<file path="src/core/lpc_cfg.svh">
// What this block does
// - Pump select zero disables pump and enables output pull-down discharge.
// - Bypass connects battery to sources; 1.5x regulates output to 4.5 V.
// - Auto mode picks 1.5x when any of drivers one to six saturate.
// - Auto mode returns to 1x when battery suffices for all active LEDs.
// - Auto mode drops to bypass after all LEDs idle over 50 ms.
// - Gain changes are filtered against transients with configurable hysteresis.
// - Each of nine drivers has an 8-bit current register, 100 uA steps.
// - PWM dimming at 312 Hz, 12-bit internal duty, 8-bit user control.
// - Log or linear brightness mapping applies to engine and direct control.
// - Temperature compensation limits maximum duty to half scale.
// - Nine direct PWM registers; drivers follow them after reset.
// - Engine PWM value overrides direct register when engine controls driver.
// - Three master faders scale the brightness of their assigned drivers.
// - Power-on reset or FFH written to reset register restores all defaults.
// - After power-on reset device goes to standby; enable bit resets low.
// - Standby while enable bit or enable pin low; registers stay writable.
// - Both enables high start a 500 us startup before normal operation.
// - Thermal shutdown in startup or normal mode holds the device in startup until it clears.
// - Auto power save enters when engines predict no PWM for over 50 ms.
// - Power save puts pump in weak 1x; blocks off depend on clock source.
// - PWM demand during power save starts a fast startup to exit.
// - Misc bit 2 powers analog blocks down during each PWM off-time.
`ifndef LPC_CFG_SVH
`define LPC_CFG_SVH

// ==========================================
// Register offsets (byte addresses)
`define LPC_ENABLE_OFS 8'h00
`define LPC_DIRPWM_OFS 8'h80
`define LPC_CURRENT_OFS 8'hB0
`define LPC_FADER_OFS 8'h48
`define LPC_MISC_OFS 8'h36
`define LPC_RESET_OFS 8'h3D
`define LPC_STATUS_OFS 8'h3A
`define LPC_MAP_OFS 8'h70
`define LPC_ENGINE_OFS 8'h74
`define LPC_GAINCFG_OFS 8'h78

// ==========================================
// Field positions and values
`define LPC_EN_BIT 6
`define LPC_MISC_PSAVE_BIT 5
`define LPC_MISC_GAIN_LSB 3
`define LPC_MISC_OFFSLEEP_BIT 2
`define LPC_MISC_EXTCLK_BIT 0
`define LPC_MAP_LOG_BIT 9
`define LPC_MAP_TCOMP_BIT 10
`define LPC_RESET_KEY 8'hFF
`define LPC_CURRENT_RST 8'hAF
`define LPC_FADER_RST 8'hFF

// ==========================================
// Timing
`define LPC_CLK_HZ 100000000
`define LPC_STARTUP_US 500
`define LPC_IDLE_MS 50
`define LPC_PWM_HZ 312
`define LPC_FAST_START_US 20
`define LPC_STARTUP_CYC (`LPC_STARTUP_US * (`LPC_CLK_HZ / 1000000))
`define LPC_FAST_CYC (`LPC_FAST_START_US * (`LPC_CLK_HZ / 1000000))
`define LPC_IDLE_CYC (`LPC_IDLE_MS * (`LPC_CLK_HZ / 1000))
`define LPC_PWM_STEP_CYC (`LPC_CLK_HZ / (`LPC_PWM_HZ * 4096))
`define LPC_GAIN_FILT_DEF 8'h10
`define LPC_GAIN_HYST_DEF 8'h40

`endif

</file>
<file path="src/core/lpc_pkg.sv">
package lpc_pkg;
  typedef enum logic [1:0] {
    LPC_PUMP_OFF,
    LPC_PUMP_BYPASS,
    LPC_PUMP_X15,
    LPC_PUMP_AUTO
  } lpc_gain_sel_t;

  typedef enum {
    LPC_ST_STANDBY,
    LPC_ST_STARTUP,
    LPC_ST_NORMAL,
    LPC_ST_PSAVE,
    LPC_ST_WAKE
  } lpc_mode_t;

  typedef struct packed {
    logic pump_enable;
    logic pump_x15;
    logic pump_weak;
    logic out_pulldown;
    logic analog_on;
    logic drivers_on;
  } lpc_power_t;

  typedef struct packed {
    logic [8:0] ctrl;
    logic [71:0] pwm;
  } lpc_engine_t;
endpackage : lpc_pkg

</file>
<file path="src/core/lpc_power_mode_ctrl.sv">
// The implementer's own choices: the placing of the registers and register access over Wishbone.
`timescale 1ns/100ps
`include "lpc_cfg.svh"
module lpc_power_mode_ctrl #(
  parameter int NUM_DRV = 9,
  parameter int STARTUP_CYC = `LPC_STARTUP_CYC,
  parameter int IDLE_CYC = `LPC_IDLE_CYC,
  parameter int FAST_CYC = `LPC_FAST_CYC,
  parameter int PWM_STEP_CYC = `LPC_PWM_STEP_CYC
) (
  // Clock and reset
  input wire logic i_mclk,
  input wire logic i_rst_n,
  // Wishbone slave
  input wire logic i_wb_cyc,
  input wire logic i_wb_stb,
  input wire logic i_wb_we,
  input wire logic [7:0] i_wb_adr,
  input wire logic [3:0] i_wb_sel,
  input wire logic [31:0] i_wb_dat,
  output logic [31:0] o_wb_dat,
  output logic o_wb_ack,
  // Pins and analog status
  input wire logic i_enable_pin,
  input wire logic i_thermal_shutdown,
  input wire logic [5:0] i_drv_saturated,
  input wire logic i_batt_sufficient,
  // Engines
  input wire lpc_pkg::lpc_engine_t i_engine,
  input wire logic i_engine_pwm_ahead,
  // Outputs
  output lpc_pkg::lpc_power_t o_power,
  output logic [NUM_DRV-1:0] o_drv_on,
  output logic [8*NUM_DRV-1:0] o_drv_current,
  output lpc_pkg::lpc_mode_t o_mode
);
  import lpc_pkg::*;

  if (NUM_DRV != 9 || STARTUP_CYC < 1 || IDLE_CYC < 1 || PWM_STEP_CYC < 1
      || PWM_STEP_CYC > 65536 || FAST_CYC < 1) begin : g_bad_params
    $error("lpc_power_mode_ctrl: unsupported parameters");
  end

  // ==========================================
  // Input synchronisers
  logic [2:0] en_s_q, tsd_s_q, batt_s_q;
  logic [5:0] sat_s1_q, sat_s2_q, sat_s3_q;
  logic en_pin, thermal_shutdown, batt_ok;
  logic [5:0] sat;

  always_ff @(posedge i_mclk or negedge i_rst_n) begin
    if (!i_rst_n) begin
      en_s_q <= 3'h0;
      tsd_s_q <= 3'h0;
      batt_s_q <= 3'h0;
      sat_s1_q <= 6'h00;
      sat_s2_q <= 6'h00;
      sat_s3_q <= 6'h00;
    end else begin
      en_s_q <= {en_s_q[1:0], i_enable_pin};
      tsd_s_q <= {tsd_s_q[1:0], i_thermal_shutdown};
      batt_s_q <= {batt_s_q[1:0], i_batt_sufficient};
      sat_s1_q <= i_drv_saturated;
      sat_s2_q <= sat_s1_q;
      sat_s3_q <= sat_s2_q;
    end
  end

  logic en_pin_q, tsd_q, batt_q;
  logic [5:0] sat_q;
  always_ff @(posedge i_mclk or negedge i_rst_n) begin
    if (!i_rst_n) begin
      en_pin_q <= 1'b0;
      tsd_q <= 1'b0;
      batt_q <= 1'b0;
      sat_q <= 6'h00;
    end else begin
      if (en_s_q[1] == en_s_q[2]) en_pin_q <= en_s_q[2];
      if (tsd_s_q[1] == tsd_s_q[2]) tsd_q <= tsd_s_q[2];
      if (batt_s_q[1] == batt_s_q[2]) batt_q <= batt_s_q[2];
      for (int k = 0; k < 6; k++) begin
        if (sat_s2_q[k] == sat_s3_q[k]) sat_q[k] <= sat_s3_q[k];
      end
    end
  end
  assign en_pin = en_pin_q;
  assign thermal_shutdown = tsd_q;
  assign batt_ok = batt_q;
  assign sat = sat_q;

  // ==========================================
  // Registers
  logic chip_en_q, psave_en_q, offsleep_q, ext_clk_q, log_map_q, tcomp_q;
  logic [1:0] gain_sel_q;
  logic [7:0] dir_pwm_q [NUM_DRV];
  logic [7:0] current_q [NUM_DRV];
  logic [7:0] fader_q [3];
  logic [1:0] fader_map_q [NUM_DRV];
  logic [7:0] filt_q, hyst_q;
  logic wr, soft_rst;
  lpc_mode_t mode_q;
  logic [1:0] gain_q;

  // Word slot decode shared by writes and reads
  function automatic logic slot_hit(input logic [7:0] a, input logic [7:0] base, input int n);
    slot_hit = a == base + 8'(4 * n);
  endfunction : slot_hit

  // Write lands at the edge where the master samples ack high
  assign wr = i_wb_cyc && i_wb_stb && i_wb_we && o_wb_ack;
  assign soft_rst = wr && i_wb_sel[0] && i_wb_adr == `LPC_RESET_OFS
    && i_wb_dat[7:0] == `LPC_RESET_KEY;

  always_ff @(posedge i_mclk or negedge i_rst_n) begin
    if (!i_rst_n) begin
      o_wb_ack <= 1'b0;
    end else begin
      o_wb_ack <= i_wb_cyc && i_wb_stb && !o_wb_ack;
    end
  end

  // Registered writes; soft reset restores defaults
  always_ff @(posedge i_mclk or negedge i_rst_n) begin
    if (!i_rst_n) begin
      chip_en_q <= 1'b0;
      psave_en_q <= 1'b0;
      offsleep_q <= 1'b0;
      ext_clk_q <= 1'b0;
      log_map_q <= 1'b0;
      tcomp_q <= 1'b0;
      gain_sel_q <= 2'h0;
      filt_q <= `LPC_GAIN_FILT_DEF;
      hyst_q <= `LPC_GAIN_HYST_DEF;
      for (int k = 0; k < 3; k++) fader_q[k] <= `LPC_FADER_RST;
      for (int k = 0; k < NUM_DRV; k++) begin
        dir_pwm_q[k] <= 8'h00;
        current_q[k] <= `LPC_CURRENT_RST;
        fader_map_q[k] <= 2'h0;
      end
    end else if (soft_rst) begin
      chip_en_q <= 1'b0;
      psave_en_q <= 1'b0;
      offsleep_q <= 1'b0;
      ext_clk_q <= 1'b0;
      log_map_q <= 1'b0;
      tcomp_q <= 1'b0;
      gain_sel_q <= 2'h0;
      filt_q <= `LPC_GAIN_FILT_DEF;
      hyst_q <= `LPC_GAIN_HYST_DEF;
      for (int k = 0; k < 3; k++) fader_q[k] <= `LPC_FADER_RST;
      for (int k = 0; k < NUM_DRV; k++) begin
        dir_pwm_q[k] <= 8'h00;
        current_q[k] <= `LPC_CURRENT_RST;
        fader_map_q[k] <= 2'h0;
      end
    end else if (wr && i_wb_sel[0]) begin
      if (i_wb_adr == `LPC_ENABLE_OFS) chip_en_q <= i_wb_dat[`LPC_EN_BIT];
      if (i_wb_adr == `LPC_MISC_OFS) begin
        psave_en_q <= i_wb_dat[`LPC_MISC_PSAVE_BIT];
        gain_sel_q <= i_wb_dat[`LPC_MISC_GAIN_LSB +: 2];
        offsleep_q <= i_wb_dat[`LPC_MISC_OFFSLEEP_BIT];
        ext_clk_q <= i_wb_dat[`LPC_MISC_EXTCLK_BIT];
      end
      if (i_wb_adr == `LPC_GAINCFG_OFS) begin
        filt_q <= i_wb_dat[7:0];
        hyst_q <= i_wb_dat[15:8];
      end
      for (int k = 0; k < NUM_DRV; k++) begin
        if (slot_hit(i_wb_adr, `LPC_DIRPWM_OFS, k)) dir_pwm_q[k] <= i_wb_dat[7:0];
        if (slot_hit(i_wb_adr, `LPC_CURRENT_OFS, k)) current_q[k] <= i_wb_dat[7:0];
        if (i_wb_adr == `LPC_MAP_OFS) fader_map_q[k] <= i_wb_dat[2*k +: 2];
      end
      if (i_wb_adr == `LPC_MAP_OFS) begin
        log_map_q <= i_wb_dat[`LPC_MAP_LOG_BIT];
        tcomp_q <= i_wb_dat[`LPC_MAP_TCOMP_BIT];
      end
      for (int k = 0; k < 3; k++) begin
        if (slot_hit(i_wb_adr, `LPC_FADER_OFS, k)) fader_q[k] <= i_wb_dat[7:0];
      end
    end
  end

  // Read mux
  logic [31:0] rd_d;
  always_comb begin
    rd_d = 32'h0;
    unique case (i_wb_adr)
      `LPC_ENABLE_OFS: rd_d = 32'(chip_en_q) << `LPC_EN_BIT;
      `LPC_MISC_OFS: rd_d = {26'h0, psave_en_q, gain_sel_q, offsleep_q, 1'b0, ext_clk_q};
      `LPC_STATUS_OFS: rd_d = {25'h0, gain_q, thermal_shutdown, 1'b0, 3'(mode_q)};
      `LPC_GAINCFG_OFS: rd_d = {16'h0, hyst_q, filt_q};
      default: begin
        for (int k = 0; k < NUM_DRV; k++) begin
          if (slot_hit(i_wb_adr, `LPC_DIRPWM_OFS, k)) rd_d = {24'h0, dir_pwm_q[k]};
          if (slot_hit(i_wb_adr, `LPC_CURRENT_OFS, k)) rd_d = {24'h0, current_q[k]};
        end
        for (int k = 0; k < 3; k++) begin
          if (slot_hit(i_wb_adr, `LPC_FADER_OFS, k)) rd_d = {24'h0, fader_q[k]};
        end
      end
    endcase
  end

  always_ff @(posedge i_mclk or negedge i_rst_n) begin
    if (!i_rst_n) o_wb_dat <= 32'h0;
    else o_wb_dat <= rd_d;
  end

  // ==========================================
  // PWM generation
  logic [11:0] pwm_cnt_q;
  logic [15:0] step_q;
  logic [11:0] duty [NUM_DRV];
  logic [NUM_DRV-1:0] drv_on_d;

  always_ff @(posedge i_mclk or negedge i_rst_n) begin
    if (!i_rst_n) begin
      step_q <= 16'h0;
      pwm_cnt_q <= 12'h0;
    end else if (step_q >= 16'(PWM_STEP_CYC - 1)) begin
      step_q <= 16'h0;
      pwm_cnt_q <= pwm_cnt_q + 12'h1;
    end else begin
      step_q <= step_q + 16'h1;
    end
  end

  function automatic logic [11:0] map_duty(input logic [7:0] v, input logic lg);
    logic [11:0] lin;
    logic [3:0] e;
    lin = {v, v[7:4]};
    e = 4'(v[7:5]);
    if (!lg) map_duty = lin;
    else map_duty = (v == 8'h00) ? 12'h0 : 12'(((13'h20 | {8'h0, v[4:0]}) << e) >> 1);
  endfunction : map_duty

  generate
    for (genvar g = 0; g < NUM_DRV; g++) begin : g_drv
      logic [7:0] src, scaled;
      logic [15:0] prod;
      logic [11:0] d;
      assign src = i_engine.ctrl[g] ? i_engine.pwm[8*g +: 8] : dir_pwm_q[g];
      assign prod = (fader_map_q[g] == 2'h0) ? {src, 8'hFF}
        : src * fader_q[fader_map_q[g] - 2'h1];
      assign scaled = prod[15:8];
      assign d = map_duty(scaled, log_map_q);
      assign duty[g] = tcomp_q ? {1'b0, d[11:1]} : d;
      assign drv_on_d[g] = pwm_cnt_q < duty[g];
      assign o_drv_current[8*g +: 8] = current_q[g];
    end
  endgenerate

  // ==========================================
  // Inactivity timing
  logic [31:0] idle_q;
  logic any_active, idle_long;
  assign any_active = |drv_on_d || i_engine_pwm_ahead;
  assign idle_long = idle_q >= 32'(IDLE_CYC);

  always_ff @(posedge i_mclk or negedge i_rst_n) begin
    if (!i_rst_n) idle_q <= 32'h0;
    else if (any_active || mode_q == LPC_ST_STANDBY) idle_q <= 32'h0;
    else if (!idle_long) idle_q <= idle_q + 32'h1;
  end

  // ==========================================
  // Mode sequencer
  logic [31:0] st_cnt_q;
  logic enabled;
  assign enabled = chip_en_q && en_pin;

  always_ff @(posedge i_mclk or negedge i_rst_n) begin
    if (!i_rst_n) begin
      mode_q <= LPC_ST_STANDBY;
      st_cnt_q <= 32'h0;
    end else if (!enabled) begin
      mode_q <= LPC_ST_STANDBY;
      st_cnt_q <= 32'h0;
    end else begin
      unique case (mode_q)
        LPC_ST_STANDBY: begin
          mode_q <= LPC_ST_STARTUP;
          st_cnt_q <= 32'h0;
        end
        LPC_ST_STARTUP: begin
          if (thermal_shutdown) st_cnt_q <= 32'h0;
          else if (st_cnt_q >= 32'(STARTUP_CYC - 1)) mode_q <= LPC_ST_NORMAL;
          else st_cnt_q <= st_cnt_q + 32'h1;
        end
        LPC_ST_NORMAL: begin
          if (thermal_shutdown) begin
            mode_q <= LPC_ST_STARTUP;
            st_cnt_q <= 32'h0;
          end else if (psave_en_q && idle_long) begin
            mode_q <= LPC_ST_PSAVE;
          end
        end
        LPC_ST_PSAVE: begin
          if (any_active) begin
            mode_q <= LPC_ST_WAKE;
            st_cnt_q <= 32'h0;
          end
        end
        LPC_ST_WAKE: begin
          if (st_cnt_q >= 32'(FAST_CYC - 1)) mode_q <= LPC_ST_NORMAL;
          else st_cnt_q <= st_cnt_q + 32'h1;
        end
      endcase
    end
  end

  // ==========================================
  // Charge pump gain control
  logic [7:0] filt_cnt_q, hyst_cnt_q;
  logic want_up, want_down;
  assign want_up = |sat;
  assign want_down = batt_ok && !want_up;

  always_ff @(posedge i_mclk or negedge i_rst_n) begin
    if (!i_rst_n) begin
      gain_q <= 2'(LPC_PUMP_BYPASS);
      filt_cnt_q <= 8'h0;
      hyst_cnt_q <= 8'h0;
    end else if (lpc_gain_sel_t'(gain_sel_q) != LPC_PUMP_AUTO) begin
      gain_q <= gain_sel_q;
      filt_cnt_q <= 8'h0;
      hyst_cnt_q <= 8'h0;
    end else if (idle_long || mode_q == LPC_ST_PSAVE) begin
      gain_q <= 2'(LPC_PUMP_BYPASS);
      filt_cnt_q <= 8'h0;
    end else if (gain_q != 2'(LPC_PUMP_X15)) begin
      hyst_cnt_q <= 8'h0;
      if (!want_up) filt_cnt_q <= 8'h0;
      else if (filt_cnt_q >= filt_q) begin
        gain_q <= 2'(LPC_PUMP_X15);
        filt_cnt_q <= 8'h0;
      end else filt_cnt_q <= filt_cnt_q + 8'h1;
    end else begin
      filt_cnt_q <= 8'h0;
      if (!want_down) hyst_cnt_q <= 8'h0;
      else if (hyst_cnt_q >= hyst_q) begin
        gain_q <= 2'(LPC_PUMP_BYPASS);
        hyst_cnt_q <= 8'h0;
      end else hyst_cnt_q <= hyst_cnt_q + 8'h1;
    end
  end

  // ==========================================
  // Power outputs
  logic active, run, off_sleep;
  lpc_power_t pwr_d;
  assign active = mode_q == LPC_ST_NORMAL || mode_q == LPC_ST_WAKE;
  assign run = active || mode_q == LPC_ST_PSAVE;
  assign off_sleep = offsleep_q && active && !(|drv_on_d);

  always_comb begin
    pwr_d.pump_enable = active && gain_q != 2'(LPC_PUMP_OFF) && !off_sleep;
    pwr_d.pump_x15 = pwr_d.pump_enable && gain_q == 2'(LPC_PUMP_X15);
    pwr_d.pump_weak = mode_q == LPC_ST_PSAVE;
    pwr_d.out_pulldown = !run || gain_q == 2'(LPC_PUMP_OFF);
    pwr_d.analog_on = active && !off_sleep || mode_q == LPC_ST_PSAVE && !ext_clk_q;
    pwr_d.drivers_on = active;
  end

  always_ff @(posedge i_mclk or negedge i_rst_n) begin
    if (!i_rst_n) begin
      o_power <= '0;
      o_drv_on <= '0;
      o_mode <= LPC_ST_STANDBY;
    end else begin
      o_power <= pwr_d;
      o_drv_on <= active ? drv_on_d : '0;
      o_mode <= mode_q;
    end
  end

  // ==========================================
  // Assertions
  a_standby_when_off: assert property (@(posedge i_mclk) disable iff (!i_rst_n)
    !enabled |=> mode_q == LPC_ST_STANDBY) else $error("not standby when disabled");
  a_tsd_holds_start: assert property (@(posedge i_mclk) disable iff (!i_rst_n)
    mode_q == LPC_ST_STARTUP && thermal_shutdown && enabled |=> mode_q == LPC_ST_STARTUP)
    else $error("left startup under thermal shutdown");
  a_startup_exit: assert property (@(posedge i_mclk) disable iff (!i_rst_n)
    $rose(mode_q == LPC_ST_NORMAL) |-> $past(mode_q) != LPC_ST_STARTUP || !$past(thermal_shutdown))
    else $error("startup exit with thermal shutdown");
  a_pump_off_pull: assert property (@(posedge i_mclk) disable iff (!i_rst_n)
    gain_q == 2'(LPC_PUMP_OFF) |=> o_power.out_pulldown && !o_power.pump_enable)
    else $error("pump off without pull-down");
  a_forced_gain: assert property (@(posedge i_mclk) disable iff (!i_rst_n)
    gain_sel_q != 2'(LPC_PUMP_AUTO) && !soft_rst |=> gain_q == $past(gain_sel_q))
    else $error("forced gain not applied");
  a_psave_weak: assert property (@(posedge i_mclk) disable iff (!i_rst_n)
    mode_q == LPC_ST_PSAVE |=> o_power.pump_weak && o_drv_on == '0)
    else $error("power save outputs wrong");
  a_psave_entry: assert property (@(posedge i_mclk) disable iff (!i_rst_n)
    $rose(mode_q == LPC_ST_PSAVE) |-> $past(psave_en_q) && $past(idle_long))
    else $error("power save entered early");
  a_wake_exit: assert property (@(posedge i_mclk) disable iff (!i_rst_n)
    mode_q == LPC_ST_PSAVE && any_active && enabled |=> mode_q == LPC_ST_WAKE)
    else $error("no wake on activity");
  a_soft_reset: assert property (@(posedge i_mclk) disable iff (!i_rst_n)
    soft_rst |=> !chip_en_q && dir_pwm_q[0] == 8'h00 && gain_sel_q == 2'h0)
    else $error("soft reset left state");
  a_idle_restart: assert property (@(posedge i_mclk) disable iff (!i_rst_n)
    |drv_on_d |=> idle_q == 32'h0) else $error("idle timer not restarted");
endmodule : lpc_power_mode_ctrl

</file>
<file path="config.mk">
export PLATFORM = sky130hd
export DESIGN_NAME = lpc_power_mode_ctrl
export DESIGN_NICKNAME = d
export VERILOG_FILES = /design/src/core/lpc_pkg.sv /design/src/core/lpc_power_mode_ctrl.sv
export VERILOG_INCLUDE_DIRS = /design/src /design/src/core
export SDC_FILE = /design/constraint.sdc
export NUM_CORES = 2
export LEC_CHECK = 0
export BUFFER_PORTS_ARGS = -buffer_cell sky130_fd_sc_hd__buf_2
export CAP_MARGIN = 20
export CELL_PAD_IN_SITES_DETAIL_PLACEMENT = 1
export CELL_PAD_IN_SITES_GLOBAL_PLACEMENT = 1
export CORE_ASPECT_RATIO = 1.25
export CORE_MARGIN = 2
export CORE_UTILIZATION = 48
export DETAILED_ROUTE_END_ITERATION = 8
export GPL_TIMING_DRIVEN = 1
export PLACE_DENSITY_LB_ADDON = 0.2
export SLEW_MARGIN = 20
export SYNTH_ARGS = -nofsm -noshare
export SYNTH_HDL_FRONTEND = slang
export SYNTH_SLANG_ARGS = --single-unit
</file>
<file path="constraint.sdc">
create_clock -name i_mclk -period 11.3 [get_ports i_mclk]
set_clock_uncertainty 0.15 [all_clocks]
set_input_delay 1.13 -clock i_mclk [delete_from_list [all_inputs] [get_ports i_mclk]]
set_output_delay 1.13 -clock i_mclk [all_outputs]
set_load 0.1 [all_outputs]
</file>
==> results.py <==
metrics = {
    "pwr": {
        "p_int_uw": 2510,
        "pwr-share-clk_pct": 38.1,
        "p_per_area_mw_per_mm2": 73.8,
        "switchingPower_uw": 1250,
        "p_sw_share_pct": 33.2,
        "p_comb_share_pct": 22.1,
        "p_seq_share_pct": 39.8,
        "p_leak_uw": 0.0248,
        "vdd_drop_max_mv": 0.128,
        "power_uw": 3770,
    },
    "synthesis": {
        "synth_top_area_share_pct": 16.6,
        "synth_edf_count": 0,
        "synthesis.instances": 5701,
        "synth.area.top_cells": "dfrtp_1 (17%), fa_1 (13%), ha_1 (12%), nor2_1 (7.2%), dfstp_2 (4.6%)",
        "netlist_area_mm2": 0.0468,
        "ys_seq_elements": 392,
        "yosysUniqueCellTypes": 110,
        "ys_warn_count": 0,
        "synth_area_per_cell_um2": 8.20,
        "netlist.top_cell.by_area": "dfrtp_1",
        "synthFlopType": "dfrtp_1",
        "async_reset_ff_share_pct": 100,
        "yosysSeqAreaShare_pct": 21.2,
    },
    "sta": {
        "slew_violations": 0,
        "fin_tns_setup_ps": 0,
        "rsz0062_at_grt": "false",
        "hold_violations": 0,
        "setup_violations": 0,
        "post-route-period-util_pct": 95.1,
        "relSlewSlack_pct": 24.9,
        "tightest_slew_ps": 1090,
        "fmax_mhz": 93.0,
        "finalCriticalPeriod_ps": 10750,
        "worst_slack_ps": 552,
    },
    "placed_design": {
        "dpl.cell_count": 7113,
        "dp_worst_setup_slack_ps": 24.9,
        "dpl.hpwl_um": 136000,
        "gp_congestion": 0.961,
        "numPortBuffers": 229,
    },
    "floorplan": {
        "initial_core_util_pct": 48.2,
        "rows": 128,
        "die_y_um": 353,
        "core_mm2": 0.0971,
        "dieArea_mm2": 0.100,
        "die_x_um": 283,
        "top_level_ports": 292,
    },
    "clock_network": {
        "cts_root_buf": "clkbuf_16",
        "cts-htree-levels": 2,
        "clock_latency_ps": 620,
        "numCtsBuffers": 43,
        "cts.sinks": 392,
        "cts-hold-fix-buffers": 0,
        "clk_path_buf_depth": 3,
        "clk_pin_slew_ps": 60,
        "cts_tree": "done",
    },
    "run_status": {
        "outcome": "completed",
    },
    "drt": {
        "routed_wirelength_um": 177000,
        "drc": 0,
        "drtIter0Drc": 3332,
        "num_vias": 44800,
        "wire_per_inst_um": 24.7,
        "viasPerCell": 6.23,
        "first_pass_iters": 8,
        "ant_nets": 0,
    },
    "setup_path": {
        "end_kind": "flop",
        "worst_path_most_repeated_cell": "buf_4",
        "slowest_stage": "or4_1",
        "required_ps": 11680,
        "arrival_ps": 11130,
        "critPathLaunchType": "flop",
        "path_class": "flop to flop",
        "cpPeakStageDelay_ps": 600,
        "path_max_fanout": 32,
    },
    "global_routing": {
        "grt_max_degree": 180,
        "grt_pass1_vias": 47300,
        "antenna_found_initial": 12,
        "grt_overflow": 0,
        "grt_pass1_wl_um": 275000,
        "grt_usage_pct": 35.0,
    },
    "hold_path": {
        "hold_path.class": "flop to flop",
    },
    "cells_and_area": {
        "syn_to_final_growth_pct": 9.06,
        "nNetsFinal": 6744,
        "final_util_pct": 52.6,
        "stdcell_count": 7193,
        "drive_above_1_share_pct": 13.6,
        "fillers": 12000,
    },
    "flow_run": {
        "max_cap_violations": 0,
    },
}
-- power groups by stage --
stage	Combinational [uW]	Sequential, uW	Clock, uW
finish	833	1500	1430
global placement	781	1520	0
floorplan	543	1500	0
CTS	818	1500	1450
global route	914	1500	1500
detailed placement	813	1520	0
-- metal layers --
layer / wire [um] / part of all wire, % / global-route usage [%] / vias up
li1: - / - / - / 20100
met4: 11900 / 6.7 / 20.3 / 14
met2: 83500 / 47 / 58.5 / 1609
met5: 95 / 0.054 / 0 / -
met1: 70200 / 40 / 42.9 / 22600
met3: 11800 / 6.7 / 5.67 / 514
-- state kept, by name, indices dropped and copies added, names as in the netlist, 8 cells and up --
| name | cells |
|---|---|
| hyst_q | 8 |
| o_drv_on | 9 |
| o_wb_dat | 16 |
| idle_q | 32 |
| st_cnt_q | 32 |
| o_drv_current | 72 |
| pwm_cnt_q | 12 |
| fader_q | 24 |
| step_q | 16 |
| filt_cnt_q | 8 |
| filt_q | 8 |
| hyst_cnt_q | 8 |
| dir_pwm_q | 72 |
| fader_map_q | 17 |
-- cell families (layout without fill, tap and decap cells) --
kind of cell | after synthesis | after routing | share of synthesized area [%]
adders and majority gates | 754 | 754 | 25.2
xor gates and xnor gates | 73 | 73 | 1.37
DFF | 392 | 392 | 21.2
muxes | 292 | 292 | 6.51
other | 1 | 55 | 0.00802
buffers and inverters | 775 | 913 | 6.84
AOI/OAI and AO/OA | 1267 | 1267 | 18.0
and+or+nand+nor | 2147 | 2147 | 20.9
-- path summary, 6_finish.rpt --
path / from / endpoint / slack, ps / cells past startpoint
min in group asynchronous: i_rst_n / fader_map_q[17]$_DFFE_PN0P_ / 360 / 1
worst min register to register: sat_s1_q[3]$_DFF_PN0_ / sat_s2_q[3]$_DFF_PN0_ / 190 / 0
worst min-delay path: sat_s1_q[3]$_DFF_PN0_ / sat_s2_q[3]$_DFF_PN0_ / 190 / 0
worst max register to register: fader_map_q[16]$_DFFE_PN0P_ / idle_q[6]$_DFFE_PN0P_ / 550 / 38
max in group asynchronous: i_rst_n / o_drv_current[28]$_DFFE_PN0P_ / 9120 / 2
worst max-delay path: fader_map_q[16]$_DFFE_PN0P_ / idle_q[6]$_DFFE_PN0P_ / 550 / 38
-- cells in the final DEF (no fill, tap or decap), types with 23 or more instances in the layout --
cell type  instances
and2_1            39
xor2_1            32
fa_1             315
nor3_1            71
dfrtp_1          309
and3_1            68
mux2_2            84
a21oi_1          407
nor2b_1           31
nand2_1          558
a21o_1            92
a22oi_1           66
mux2i_1          204
clkbuf_16         43
xnor2_1           41
o21ai_0          187
a211oi_1          43
ha_1             425
nor4_1            27
dfstp_2           81
buf_4            153
buf_2            228
o211ai_1          35
o21a_1            30
nand2b_1          55
or2_2             99
nor2_1           895
inv_1            445
or3_1             23
nand3_1          116
a31oi_1           56
conb_1            54
o31ai_1           31
nand4_1           71
-- area by class of cell --
cell class / count / area [um^2] / area share, %
Multi-Input combinational cell: 4587 / 34000 / 66.7
Inverter: 452 / 1700 / 3.33
Clock buffer: 62 / 1220 / 2.39
Tap cell: 1300 / 1630 / 3.19
Sequential cell: 392 / 9920 / 19.4
Timing Repair Buffer: 383 / 2320 / 4.56
Clock inverter: 16 / 184 / 0.361
Antenna cell: 1 / 2.50 / 0.00491
-- worst max-delay path, delay by kind of cell, from the launching register on --
kind / cells / cell delay, ps
adder cells (fa/ha/maj): 7 / 3090
multiplexers: 3 / 700
AO/OA/AOI/OAI: 10 / 2710
AND/OR/NAND/NOR: 9 / 2230
flip-flops: 1 / 380
buffers and inverters: 9 / 1390
-- cells in the mapped netlist (38+ instances only) --
library cell  number
nor2_1           895
nand2_1          558
inv_1            446
ha_1             430
a21oi_1          418
fa_1             315
dfrtp_1          311
clkbuf_1         217
mux2i_1          205
o21ai_0          188
nand3_1          116
or2_2             99
a21o_1            92
mux2_2            84
dfstp_2           81
a22oi_1           71
nand4_1           71
nor3_1            71
and3_1            69
a31oi_1           57
nand2b_1          55
buf_4             49
a211oi_1          44
xnor2_1           41
and2_1            39
nor2b_1           38
-- stage by stage --
stage / hold slack, ps / instance area, um^2
floorplan: 181 / 47000
global placement: 184 / 49400
detailed placement: 186 / 49400
CTS: 195 / 50800
global route: 207 / 51000
finish: 192 / 51000
-- timing repair --
action | in CTS | in global routing
cloned | 0 | 0
gates resized for setup | 3 | 38
endpoints found under the setup margin | 13 | 70
pin swaps | 0 | 1
buffers inserted | 0 | 1
No activity file was read; power rests on OpenSTA's default activity.
